File: config.mk
export PLATFORM = sky130hd
export DESIGN_NAME = raw_irq
export DESIGN_NICKNAME = d
export VERILOG_FILES = /design/src/pkg/raw_pkg.sv /design/src/raw_irq.sv
export SDC_FILE = /design/constraint.sdc
export NUM_CORES = 1
export LEC_CHECK = 0
export BUFFER_PORTS_ARGS = -buffer_cell sky130_fd_sc_hd__buf_2
export CELL_PAD_IN_SITES_DETAIL_PLACEMENT = 0
export CELL_PAD_IN_SITES_GLOBAL_PLACEMENT = 1
export CORE_MARGIN = 8
export CORE_UTILIZATION = 40
export CTS_BUF_LIST = sky130_fd_sc_hd__clkbuf_2
export CTS_CLUSTER_SIZE = 25
export DETAILED_ROUTE_END_ITERATION = 10
export GPL_TIMING_DRIVEN = 1
export PLACE_DENSITY_LB_ADDON = 0.08
export SLEW_MARGIN = 20
export SYNTH_ARGS = -nofsm -noshare
export SYNTH_HDL_FRONTEND = slang
export SYNTH_SLANG_ARGS = --single-unit
File: constraint.sdc
create_clock -name clk -period 2.6 [get_ports clk]
set_input_delay 0.13 -clock clk [delete_from_list [all_inputs] [get_ports clk]]
set_output_delay 0.13 -clock clk [all_outputs]
set_load 0.01 [all_outputs]
File: src/pkg/raw_pkg.sv
package raw_pkg;
  // Register indices (byte address equals index on this port)
  localparam logic [3:0] ADDR_FLAGS    = 4'h0;
  localparam logic [3:0] ADDR_ALM_SEC  = 4'h2;
  localparam logic [3:0] ADDR_ALM_MIN  = 4'h3;
  localparam logic [3:0] ADDR_ALM_HR   = 4'h4;
  localparam logic [3:0] ADDR_ALM_DATE = 4'h5;
  localparam logic [3:0] ADDR_INT_CTRL = 4'h6;
  localparam logic [3:0] ADDR_WDOG     = 4'h7;
  // event_flags bits
  localparam int FLG_WDF  = 7;
  localparam int FLG_AF   = 6;
  localparam int FLG_PF   = 5;
  localparam int FLG_OSC_STOPPED_FLAG = 4;
  localparam int FLG_CAL  = 2;
  localparam int FLG_W    = 1;
  localparam int FLG_R    = 0;
  // interrupt_control bits
  localparam int IC_WIE = 7;
  localparam int IC_AIE = 6;
  localparam int IC_PFE = 5;
  localparam int IC_HL  = 3;
  localparam int IC_PL  = 2;
  localparam logic [7:0] IC_WMASK = 8'he0 | 8'h0c;
  // watchdog_control bits, plus alarm mask bit
  localparam int WD_STROBE = 7;
  localparam int WD_LOCK   = 6;
  localparam int ALM_MASK  = 7;
  // Reset values
  localparam logic [7:0] FLAGS_RST = 8'h00;
  localparam logic [7:0] IC_RST    = 8'h08;
  localparam logic [7:0] ALM_RST   = 8'h80;
  localparam logic [5:0] WDT_RST   = 6'h00;
  // Timing: 200 ms pulse counted in 32 Hz ticks
  localparam int TICK_HZ       = 32;
  localparam int PULSE_MS      = 200;
  localparam logic [3:0] PULSE_TICKS = 4'((PULSE_MS * TICK_HZ) / 1000);
endpackage

File: src/raw_irq.sv
`timescale 1ns/100ps
// Notes on behaviour
// Alarm date, hours, minutes, seconds compared with current time fields.
// Match sets alarm flag; pin asserts only if alarm enable is 1.
// Per-field mask: 0 includes the field, 1 excludes it.
// All masks 1 disables alarm; all 0 needs exact match.
// Reading flags clears alarm, watchdog, supply-loss flags and idles pin.
// Host sets freeze bit, writes alarm values, then clears it.
// Host keeps the seconds mask bit at 0.
// Watchdog counts down on 32 Hz tick, not while oscillator stopped.
// Load timeout at power-up; strobe write reloads and restarts counter.
// Counter reaching 0 sets watchdog flag; interrupt only if enabled.
// Write lock 1 ignores timeout writes; 0 lets them update.
// Timeout value zero disables watchdog entirely.
// Watchdog enable 1 drives pin too; 0 sets flag only.
// Flags set by timeout, alarm match and supply below threshold.
// On backup supply, block register access; clock keeps running.
// Pin active only for a set flag whose enable is 1.
// Pulse mode holds pin about 200 ms; level mode until flags read.
// Polarity 1 push-pull high on main power; 0 open drain low.
// No interrupts while on backup power.
// Host ignores pin for recall settle time after power-up.
// Flags read during a pulse ends it at once and clears flags.
// Flags zero at power-up except oscillator-fail bit; here reset clears that bit too, and only osc_fail_det sets it.
// Timeout counts in 31.25 ms units, 1 to 63.
// Freeze bit stops updates; clearing it transfers written values.
// Alarm evaluated once per seconds update.
module raw_irq
  import raw_pkg::*;
(
  // Clock and reset
  input  wire logic       clk,
  input  wire logic       nrst,
  // Register port
  input  wire logic [3:0] addr,
  input  wire logic [7:0] wdata,
  input  wire logic       wr,
  input  wire logic       rd,
  output logic      [7:0] rdata,
  // Time base and current time (same clock domain)
  input  wire logic       tick_32hz,
  input  wire logic       sec_update,
  input  wire logic [7:0] cur_sec,
  input  wire logic [7:0] cur_min,
  input  wire logic [7:0] cur_hr,
  input  wire logic [7:0] cur_date,
  input  wire logic       osc_running,
  input  wire logic       osc_fail_det,
  // Supply monitor pin (asynchronous)
  input  wire logic       supply_low,
  // Interrupt pin and freeze status
  output logic            int_out,
  output logic            int_oe,
  output logic            freeze
);

  logic [1:0] sl_sync_reg;
  logic       on_backup;
  logic       on_backup_d_reg;
  logic       wr_ok;
  logic       rd_ok;
  logic       flags_rd;
  logic [7:0] flags_reg;
  logic [7:0] ic_reg;
  logic [7:0] alm_reg [4];
  logic [7:0] alm_act_reg [4];
  logic [7:0] cur_f [4];
  logic [3:0] fld_hit;
  logic       alarm_hit;
  logic       wd_lock_reg;
  logic [5:0] wdt_reg;
  logic [5:0] wd_cnt_reg;
  logic       wd_load_reg;
  logic       wd_expire;
  logic       irq_req;
  logic       pin_act_reg;
  logic [3:0] pulse_cnt_reg;

  // Supply level is asynchronous to clk
  always_ff @(posedge clk or negedge nrst) begin
    if (!nrst) begin
      sl_sync_reg <= 2'b00;
    end else begin
      sl_sync_reg <= {sl_sync_reg[0], supply_low};
    end
  end
  assign on_backup = sl_sync_reg[1];

  always_ff @(posedge clk or negedge nrst) begin
    if (!nrst) begin
      on_backup_d_reg <= 1'b0;
    end else begin
      on_backup_d_reg <= on_backup;
    end
  end

  // Register access refused on backup supply
  assign wr_ok    = wr && !on_backup;
  assign rd_ok    = rd && !on_backup;
  assign flags_rd = rd_ok && (addr == ADDR_FLAGS);
  assign freeze   = flags_reg[FLG_W];

  // Alarm fields: index 0 sec, 1 min, 2 hr, 3 date
  assign cur_f[0] = cur_sec;
  assign cur_f[1] = cur_min;
  assign cur_f[2] = cur_hr;
  assign cur_f[3] = cur_date;

  genvar g;
  generate
    for (g = 0; g < 4; g++) begin : g_alm
      always_ff @(posedge clk or negedge nrst) begin
        if (!nrst) begin
          alm_reg[g] <= ALM_RST;
        end else if (wr_ok && addr == ADDR_ALM_SEC + 4'(g)) begin
          alm_reg[g] <= wdata;
        end
      end
      // Staged values take effect when freeze drops
      always_ff @(posedge clk or negedge nrst) begin
        if (!nrst) begin
          alm_act_reg[g] <= ALM_RST;
        end else if (!flags_reg[FLG_W]) begin
          alm_act_reg[g] <= alm_reg[g];
        end
      end
      assign fld_hit[g] = alm_act_reg[g][ALM_MASK] ||
                          (alm_act_reg[g][6:0] == cur_f[g][6:0]);
    end
  endgenerate

  // All-masked never matches; R7 keeps seconds in play for at most one hit per minute
  assign alarm_hit = sec_update && (&fld_hit) &&
                     !(alm_act_reg[0][ALM_MASK] && alm_act_reg[1][ALM_MASK] &&
                       alm_act_reg[2][ALM_MASK] && alm_act_reg[3][ALM_MASK]);

  // Interrupt control register
  always_ff @(posedge clk or negedge nrst) begin
    if (!nrst) begin
      ic_reg <= IC_RST;
    end else if (wr_ok && addr == ADDR_INT_CTRL) begin
      ic_reg <= wdata & IC_WMASK;
    end
  end

  // Watchdog control; lock reflects the previous write
  always_ff @(posedge clk or negedge nrst) begin
    if (!nrst) begin
      wd_lock_reg <= 1'b0;
      wdt_reg     <= WDT_RST;
    end else if (wr_ok && addr == ADDR_WDOG) begin
      wd_lock_reg <= wdata[WD_LOCK];
      if (!wd_lock_reg) begin
        wdt_reg <= wdata[5:0];
      end
    end
  end

  // Power-up load request, then strobe reloads
  always_ff @(posedge clk or negedge nrst) begin
    if (!nrst) begin
      wd_load_reg <= 1'b1;
    end else begin
      wd_load_reg <= wr_ok && addr == ADDR_WDOG && wdata[WD_STROBE];
    end
  end

  assign wd_expire = tick_32hz && osc_running && (wdt_reg != 6'h00) &&
                     !wd_load_reg && (wd_cnt_reg == 6'h01);

  always_ff @(posedge clk or negedge nrst) begin
    if (!nrst) begin
      wd_cnt_reg <= WDT_RST;
    end else if (wd_load_reg) begin
      wd_cnt_reg <= wdt_reg;
    end else if (tick_32hz && osc_running && wd_cnt_reg != 6'h00) begin
      wd_cnt_reg <= wd_cnt_reg - 6'h01;
    end
  end

  // Flags: set wins over read-clear
  always_ff @(posedge clk or negedge nrst) begin
    if (!nrst) begin
      flags_reg <= FLAGS_RST;
    end else begin
      if (flags_rd) begin
        flags_reg[FLG_WDF] <= 1'b0;
        flags_reg[FLG_AF]  <= 1'b0;
        flags_reg[FLG_PF]  <= 1'b0;
      end
      if (wr_ok && addr == ADDR_FLAGS) begin
        flags_reg[FLG_CAL] <= wdata[FLG_CAL];
        flags_reg[FLG_W]   <= wdata[FLG_W];
        flags_reg[FLG_R]   <= wdata[FLG_R];
        if (flags_reg[FLG_W] && !wdata[FLG_OSC_STOPPED_FLAG]) begin
          flags_reg[FLG_OSC_STOPPED_FLAG] <= 1'b0;
        end
      end
      if (osc_fail_det) begin
        flags_reg[FLG_OSC_STOPPED_FLAG] <= 1'b1;
      end
      if (wd_expire) begin
        flags_reg[FLG_WDF] <= 1'b1;
      end
      if (alarm_hit) begin
        flags_reg[FLG_AF] <= 1'b1;
      end
      if (on_backup && !on_backup_d_reg) begin
        flags_reg[FLG_PF] <= 1'b1;
      end
    end
  end

  // Enabled watchdog and alarm events request the pin; the supply-loss term is always blocked by !on_backup
  assign irq_req = !on_backup &&
                   ((wd_expire && ic_reg[IC_WIE]) ||
                    (alarm_hit && ic_reg[IC_AIE]) ||
                    (on_backup && !on_backup_d_reg && ic_reg[IC_PFE]));

  always_ff @(posedge clk or negedge nrst) begin
    if (!nrst) begin
      pin_act_reg   <= 1'b0;
      pulse_cnt_reg <= 4'h0;
    end else if (irq_req) begin
      pin_act_reg   <= 1'b1;
      pulse_cnt_reg <= PULSE_TICKS;
    end else if (flags_rd) begin
      pin_act_reg   <= 1'b0;
      pulse_cnt_reg <= 4'h0;
    end else if (pin_act_reg && ic_reg[IC_PL] && tick_32hz) begin
      pulse_cnt_reg <= pulse_cnt_reg - 4'h1;
      if (pulse_cnt_reg == 4'h1) begin
        pin_act_reg <= 1'b0;
      end
    end
  end

  // Active high drives both levels on main power; active low is open drain
  always_comb begin
    if (ic_reg[IC_HL]) begin
      int_out = pin_act_reg && !on_backup;
      int_oe  = !on_backup;
    end else begin
      int_out = 1'b0;
      int_oe  = pin_act_reg && !on_backup;
    end
  end

  // Read data one cycle after the strobe
  always_ff @(posedge clk or negedge nrst) begin
    if (!nrst) begin
      rdata <= 8'h00;
    end else if (rd_ok) begin
      unique case (addr)
        ADDR_FLAGS:    rdata <= {flags_reg[7:4], 1'b0, flags_reg[2:0]};
        ADDR_ALM_SEC:  rdata <= alm_reg[0];
        ADDR_ALM_MIN:  rdata <= alm_reg[1];
        ADDR_ALM_HR:   rdata <= alm_reg[2];
        ADDR_ALM_DATE: rdata <= alm_reg[3];
        ADDR_INT_CTRL: rdata <= ic_reg;
        ADDR_WDOG:     rdata <= {1'b0, wd_lock_reg, wdt_reg};
        default:       rdata <= 8'h00;
      endcase
    end else begin
      rdata <= 8'h00;
    end
  end
endmodule

Word level (Yosys, flattened, before mapping). Index checks and enable logic that the tools add are counted.

Register bits after elaboration: 106. Input port bits: 53.

$add $sub $neg: 2. Eq/ne operators: 12. Mux-type cells: 20. Bitwise operators: 1. Reductions and logical operators: 56.

Operator list (count): 8-bit one-hot mux with 7 select lines (1); 1-bit logical AND (30); 7-bit equality test (4); 4-bit by 3-bit equality test with 1-bit output, second input constant (4); 1-bit two-way mux (12); 4-bit two-way mux (3); 6-bit two-way mux (2); 2-bit nonzero test (6); 6-bit nonzero test (2); 4-bit by 2-bit equality test with 1-bit output, second input constant (2); 8-bit two-way mux (1); 6-bit by 1-bit equality test with 1-bit output, second input constant (1); 1-bit logical OR (6); 2-bit AND reduction (3); 3-bit nonzero test (2); 6-bit by 1-bit subtractor with 6-bit output, second input constant (1); 1-bit logical NOT (5); 4-bit by 1-bit equality test with 1-bit output, second input constant (1); 4-bit logical NOT (1); 4-bit AND reduction (1); 4-bit by 1-bit subtractor with 4-bit output, second input constant (1); 3-bit two-way mux (1); 1-bit inverter (1).

Longest topological paths before layout.
Depth after elaboration: 11. Mapped depth: 8. Gate-level depth less buffers: 7.

Worst setup path after synthesis. Ideal clock, no wire load.

Kind: reg2reg. Start point: reg alm_act_reg[29] in the netlist's numbering. End point: reg pulse_cnt_reg[3]. Data arrival time: 1.534 ns. Data required time: 2.480 ns. Slack: 0.946 ns. Cell stages (with the launch flop): 7. Path buffers: 0. Clock period less this slack: 1.654 ns. Cell sequence: dfrtp_1 -> xor2_1 -> nor4_1 -> a41oi_1 -> nor4_2 -> nand3_2 -> and4_1.

Cells in the longest elaborated chain, start to end: 10. Elaborated cells on any way between the ends: 11.

Ends and longest elaborated chain: from (decl) (RTL line raw_irq.sv:66) `logic [7:0] alm_act_reg [4];`; from (signal, indexed assignment) (RTL line raw_irq.sv:124) `alm_act_reg[g] <= alm_reg[g];`; 7-bit equality test * (RTL line raw_irq.sv:128) `(alm_act_reg[g][6:0] == cur_f[g][6:0]);`; 1-bit logical OR * (RTL line raw_irq.sv:127) `assign fld_hit[g] = alm_act_reg[g][ALM_MASK] ||`; 4-bit AND reduction * (RTL line raw_irq.sv:133) `assign alarm_hit = sec_update && (&fld_hit) &&`; 1-bit logical AND * (2 in series) (RTL line raw_irq.sv:133); 1-bit logical AND * (RTL line raw_irq.sv:217) `(alarm_hit && ic_reg[IC_AIE]) ||`; 1-bit logical OR * (RTL line raw_irq.sv:216) `((wd_expire && ic_reg[IC_WIE]) ||`; 1-bit logical OR * (RTL line raw_irq.sv:217); 1-bit logical AND * (RTL line raw_irq.sv:215) `assign irq_req = !on_backup &&`; 3-bit nonzero test (no line) / 4-bit two-way mux (equally long branches); to (signal assigned) (RTL line raw_irq.sv:231) `pulse_cnt_reg <= pulse_cnt_reg - 4'h1;`; to (decl) (RTL line raw_irq.sv:77) `logic [3:0] pulse_cnt_reg;`.

Every way passes the cells marked *; elsewhere a longest branch is shown, timed or not. A chain may end at the register's enable or synchronous reset.

Final worst setup path.
Start point: reg alm_act_reg[24] in the netlist's numbering. End point: reg pulse_cnt_reg[0].

The elaborated chain is that of the path after synthesis.

==> results.py <==
metrics = {
    "job": {
        "number_of_violations_of_the_max_capacitance_limit": 0,
    },
    "route": {
        "ant_nets": 0,
        "finalWirelength_mm": 12.62,
        "drc_errors": 0,
        "num_vias": 3310,
        "drt_pre_antenna_iters": 4,
        "detail_route.iter0.violations": 188,
        "via_per_inst": 5.304,
        "wire_per_inst_um": 20.23,
    },
    "timing": {
        "achievable-frequency_mhz": 467.0,
        "post-route-min-period_ns": 2.142,
        "timing.max_slew.rel_slack_pct": 56.92,
        "final-setup-viol-count": 0,
        "finalHoldViolations": 0,
        "postLayoutSetupSlackWorst_ns": 0.4585,
        "timing.setup.tns_ns": 0,
        "total_count_of_max_transition_violations_in_the_final_report": 0,
        "clock-skew-final_ns": 0.03360,
        "finalCritPeriodShare_pct": 82.37,
        "setup_repair_after_global_routing_missed_its_margin": "no",
        "worst_pin_slew_ns": 0.6461,
    },
    "floorplanning": {
        "initial_utilization_pct": 40.95,
        "fp-row-count": 40,
        "height_of_the_die_um": 126.7,
        "core_area_mm2": 0.01196,
        "die_area_mm2": 0.01604,
        "die_w_um": 126.7,
        "num_io_pins": 64,
    },
    "critical_path": {
        "regToRegSetupSlack_ns": 0.46,
        "worst-setup-path-type": "flop to flop",
        "timing.critical_path.fanout_max": 5,
        "cp_slowest_cell": "sky130_fd_sc_hd__nor4_2",
        "crit_path_start_kind": "flop",
        "timing.critical_path.arrival_ns": 2.65,
        "timing.critical_path.depth": 6,
        "crit_path_end_kind": "flop",
        "critical-path-max-stage-delay_ns": 0.48,
        "crit_family": "simple AND/OR/NAND/NOR gates",
        "crit_path_cell_trace": "xor2_1, nor4_1, a41oi_1, nor4_2, nand3_2, and4_1",
        "cp-startpoint": "alm_act_reg[24]",
        "worstPathRequired_ns": 3.11,
        "critical_path_buffers_and_inverters": 0,
        "reg2reg_depth": 6,
        "reg2reg_from": "alm_act_reg[24]",
        "crit-reg2reg-capture": "pulse_cnt_reg[0]",
        "setup.worst_path.end": "pulse_cnt_reg[0]",
    },
    "power_and_ir_drop": {
        "p_switching_mw": 1.227,
        "combinationalPowerShare_pct": 23.1,
        "power_per_cell_area_mw_per_mm2": 686.3,
        "power.switching_fraction_pct": 31.53,
        "power.share.sequential_pct": 59.9,
        "power_report.internal_total_mw": 2.664,
        "clock_power_share_pct": 17.0,
        "max-vdd-ir-drop_uv": 405.7,
        "static-leakage-power_nw": 2.607,
    },
    "min_path": {
        "min-delay-path-class": "input pin to async pin",
    },
    "synth": {
        "synth_sequential_area_ratio_pct": 54.41,
        "async_flop_share_pct": 100.0,
        "yosysWarningCount": 0,
        "synthDistinctLibCells": 45,
        "netlist_instances": 388,
        "syn_area_mm2": 0.004898,
        "synth_enable_flop_cells": 0,
        "number_of_nets_in_the_synthesized_netlist": 445,
        "dominant_register_cell_in_the_synthesized_netlist": "sky130_fd_sc_hd__dfrtp_1",
        "avgSynthCellArea_um2": 12.62,
        "synth-seq-cells": 106,
    },
    "cells_and_area": {
        "top_library_cells_by_usage_in_the_layout_fill_and_taps_aside": "sky130_fd_sc_hd__dfrtp_1 (96), sky130_fd_sc_hd__mux2_2 (81), sky130_fd_sc_hd__buf_2 (58), sky130_fd_sc_hd__nand2_1 (26), sky130_fd_sc_hd__xor2_1 (23)",
        "final_nets": 529,
        "drive_gt1_share_pct": 37.32,
        "final_core_util_pct": 47.40,
        "mostFrequentLayoutCell": "sky130_fd_sc_hd__dfrtp_1",
        "area.growth.synth_to_final_pct": 15.73,
        "num_antenna_cells": 0,
    },
    "grt": {
        "antenna_found_initial": 0,
        "grt_first_pass_wirelength_mm": 20.32,
        "global_route.overflow_total": 0,
        "number_of_global_route_vias_before_repair": 3629,
        "grt_use_total_pct": 16.73,
        "grt_max_degree": 49,
    },
    "clock_network": {
        "htree_num_levels": 3,
        "postCtsSetupBuffers": 0,
        "cts_buffers": 9,
        "cts-root-to-sink-buffers": 2,
        "clk-insertion-delay-late_ns": 0.61,
        "clock_tree.root_cell": "sky130_fd_sc_hd__clkbuf_2",
        "cts_resized": 0,
        "cts.clk_slew.worst_paths_ns": 0.27,
        "tritoncts": "built",
        "cts.sinks": 106,
    },
    "place": {
        "i_o_buffers": 59,
        "dp.final_hpwl_mm": 9.242,
        "gpl.final_weighted_congestion": 0.7980,
        "pre_cts_ws_ns": 0.4480,
    },
    "run_status": {
        "outcome": "complete, no violations",
    },
}
worst register-to-register path: stages, from the launching register on:
cell,delay (ns)
sky130_fd_sc_hd__dfrtp_1,0.45
sky130_fd_sc_hd__xor2_1,0.15
sky130_fd_sc_hd__nor4_1,0.36
sky130_fd_sc_hd__a41oi_1,0.22
sky130_fd_sc_hd__nor4_2,0.48
sky130_fd_sc_hd__nand3_2,0.19
sky130_fd_sc_hd__and4_1,0.19
layout make-up:
type	count	area, µm²
fill	1115	6292
sequential	106	2665
multi-input combinational	263	2155
timing repair buffer	86	563.0
tap	147	183.9
clock buffer	12	60.06
inverter	6	22.52
clock inverter	4	20.02
cell usage after synthesis (all sizes together) (2+ instances only):
cell	count	share of area, %
nor3	4	0.41
nand4b	2	0.36
nand3b	2	0.31
a21o	3	0.49
dfstp	10	5.4
a41oi	3	0.54
buf	9	0.84
nand2	26	2.0
nand2b	4	0.51
xnor2	13	2.3
nor4	8	1.1
ha	4	1.0
nor2	16	1.2
a21oi	12	1.3
mux2i	8	1.6
a31oi	3	0.38
and2	2	0.26
nor2b	3	0.38
inv	6	0.46
or3	2	0.26
clkbuf	4	0.31
mux2	81	19
xor2	23	4.1
dfrtp	96	49
o21ai	10	1.0
nand4	3	0.38
and3	3	0.38
nand3	11	1.2
and4	2	0.36
mux4	3	1.4
a211oi	5	0.77
what timing repair did:
item	in CTS	in global routing
hold buffers	20	0
hold endpoints to repair	164	0
setup endpoints to repair	0	0
through the flow:
step / total power [mW] / instances / hold slack, ns / instance area [µm²]
CTS: 3.944 / 624 / 0.001436 / 5669
finish: 3.890 / 624 / 0.02961 / 5669
floorplan: 2.901 / 388 / -0.1656 / 4898
detailed placement: 3.255 / 588 / 0.1904 / 5389
global placement: 3.224 / 588 / 0.1955 / 5389
global route: 4.145 / 624 / 0.02471 / 5669
kinds of logic (layout without fill, tap and decap cells):
kind of cell               count (synthesis)  after routing  share of synthesized area (%)
DFF                                      106            106                          54.41
adders and majority gates                  4              4                          1.022
and+or+nand+nor                           90             90                          9.502
muxes                                     92             92                          21.63
buffers and inverters                     19            108                          1.609
xor gates and xnor gates                  36             36                          6.437
AOI/OAI and AO/OA                         41             41                          5.390
power groups by stage:
stage | clock network, mW | logic [mW] | registers, mW
floorplan | 0 | 0.654 | 2.25
global placement | 0 | 0.864 | 2.36
detailed placement | 0 | 0.885 | 2.37
CTS | 0.697 | 0.911 | 2.34
global route | 0.765 | 0.999 | 2.38
finish | 0.663 | 0.897 | 2.33
layer usage:
layer | vias up | global-route usage [%] | wire, µm
met5 | - | 0 | 0
met1 | 1666 | 22.86 | 5883
li1 | 1553 | - | -
met4 | 0 | 6.158 | 190
met3 | 13 | 3.603 | 648
met2 | 78 | 25.57 | 5900
worst min-delay path by stage:
stage,end,depth (start not counted)
3_5_place_dp,alm_act_reg[8],1
4_1_cts,alm_reg[8],2
2_1_floorplan,alm_act_reg[0],0
6_report,alm_reg[8],2
3_3_place_gp,alm_act_reg[13],1
5_1_grt,flags_reg[0],2
No activity file was read; power rests on OpenSTA's default activity.
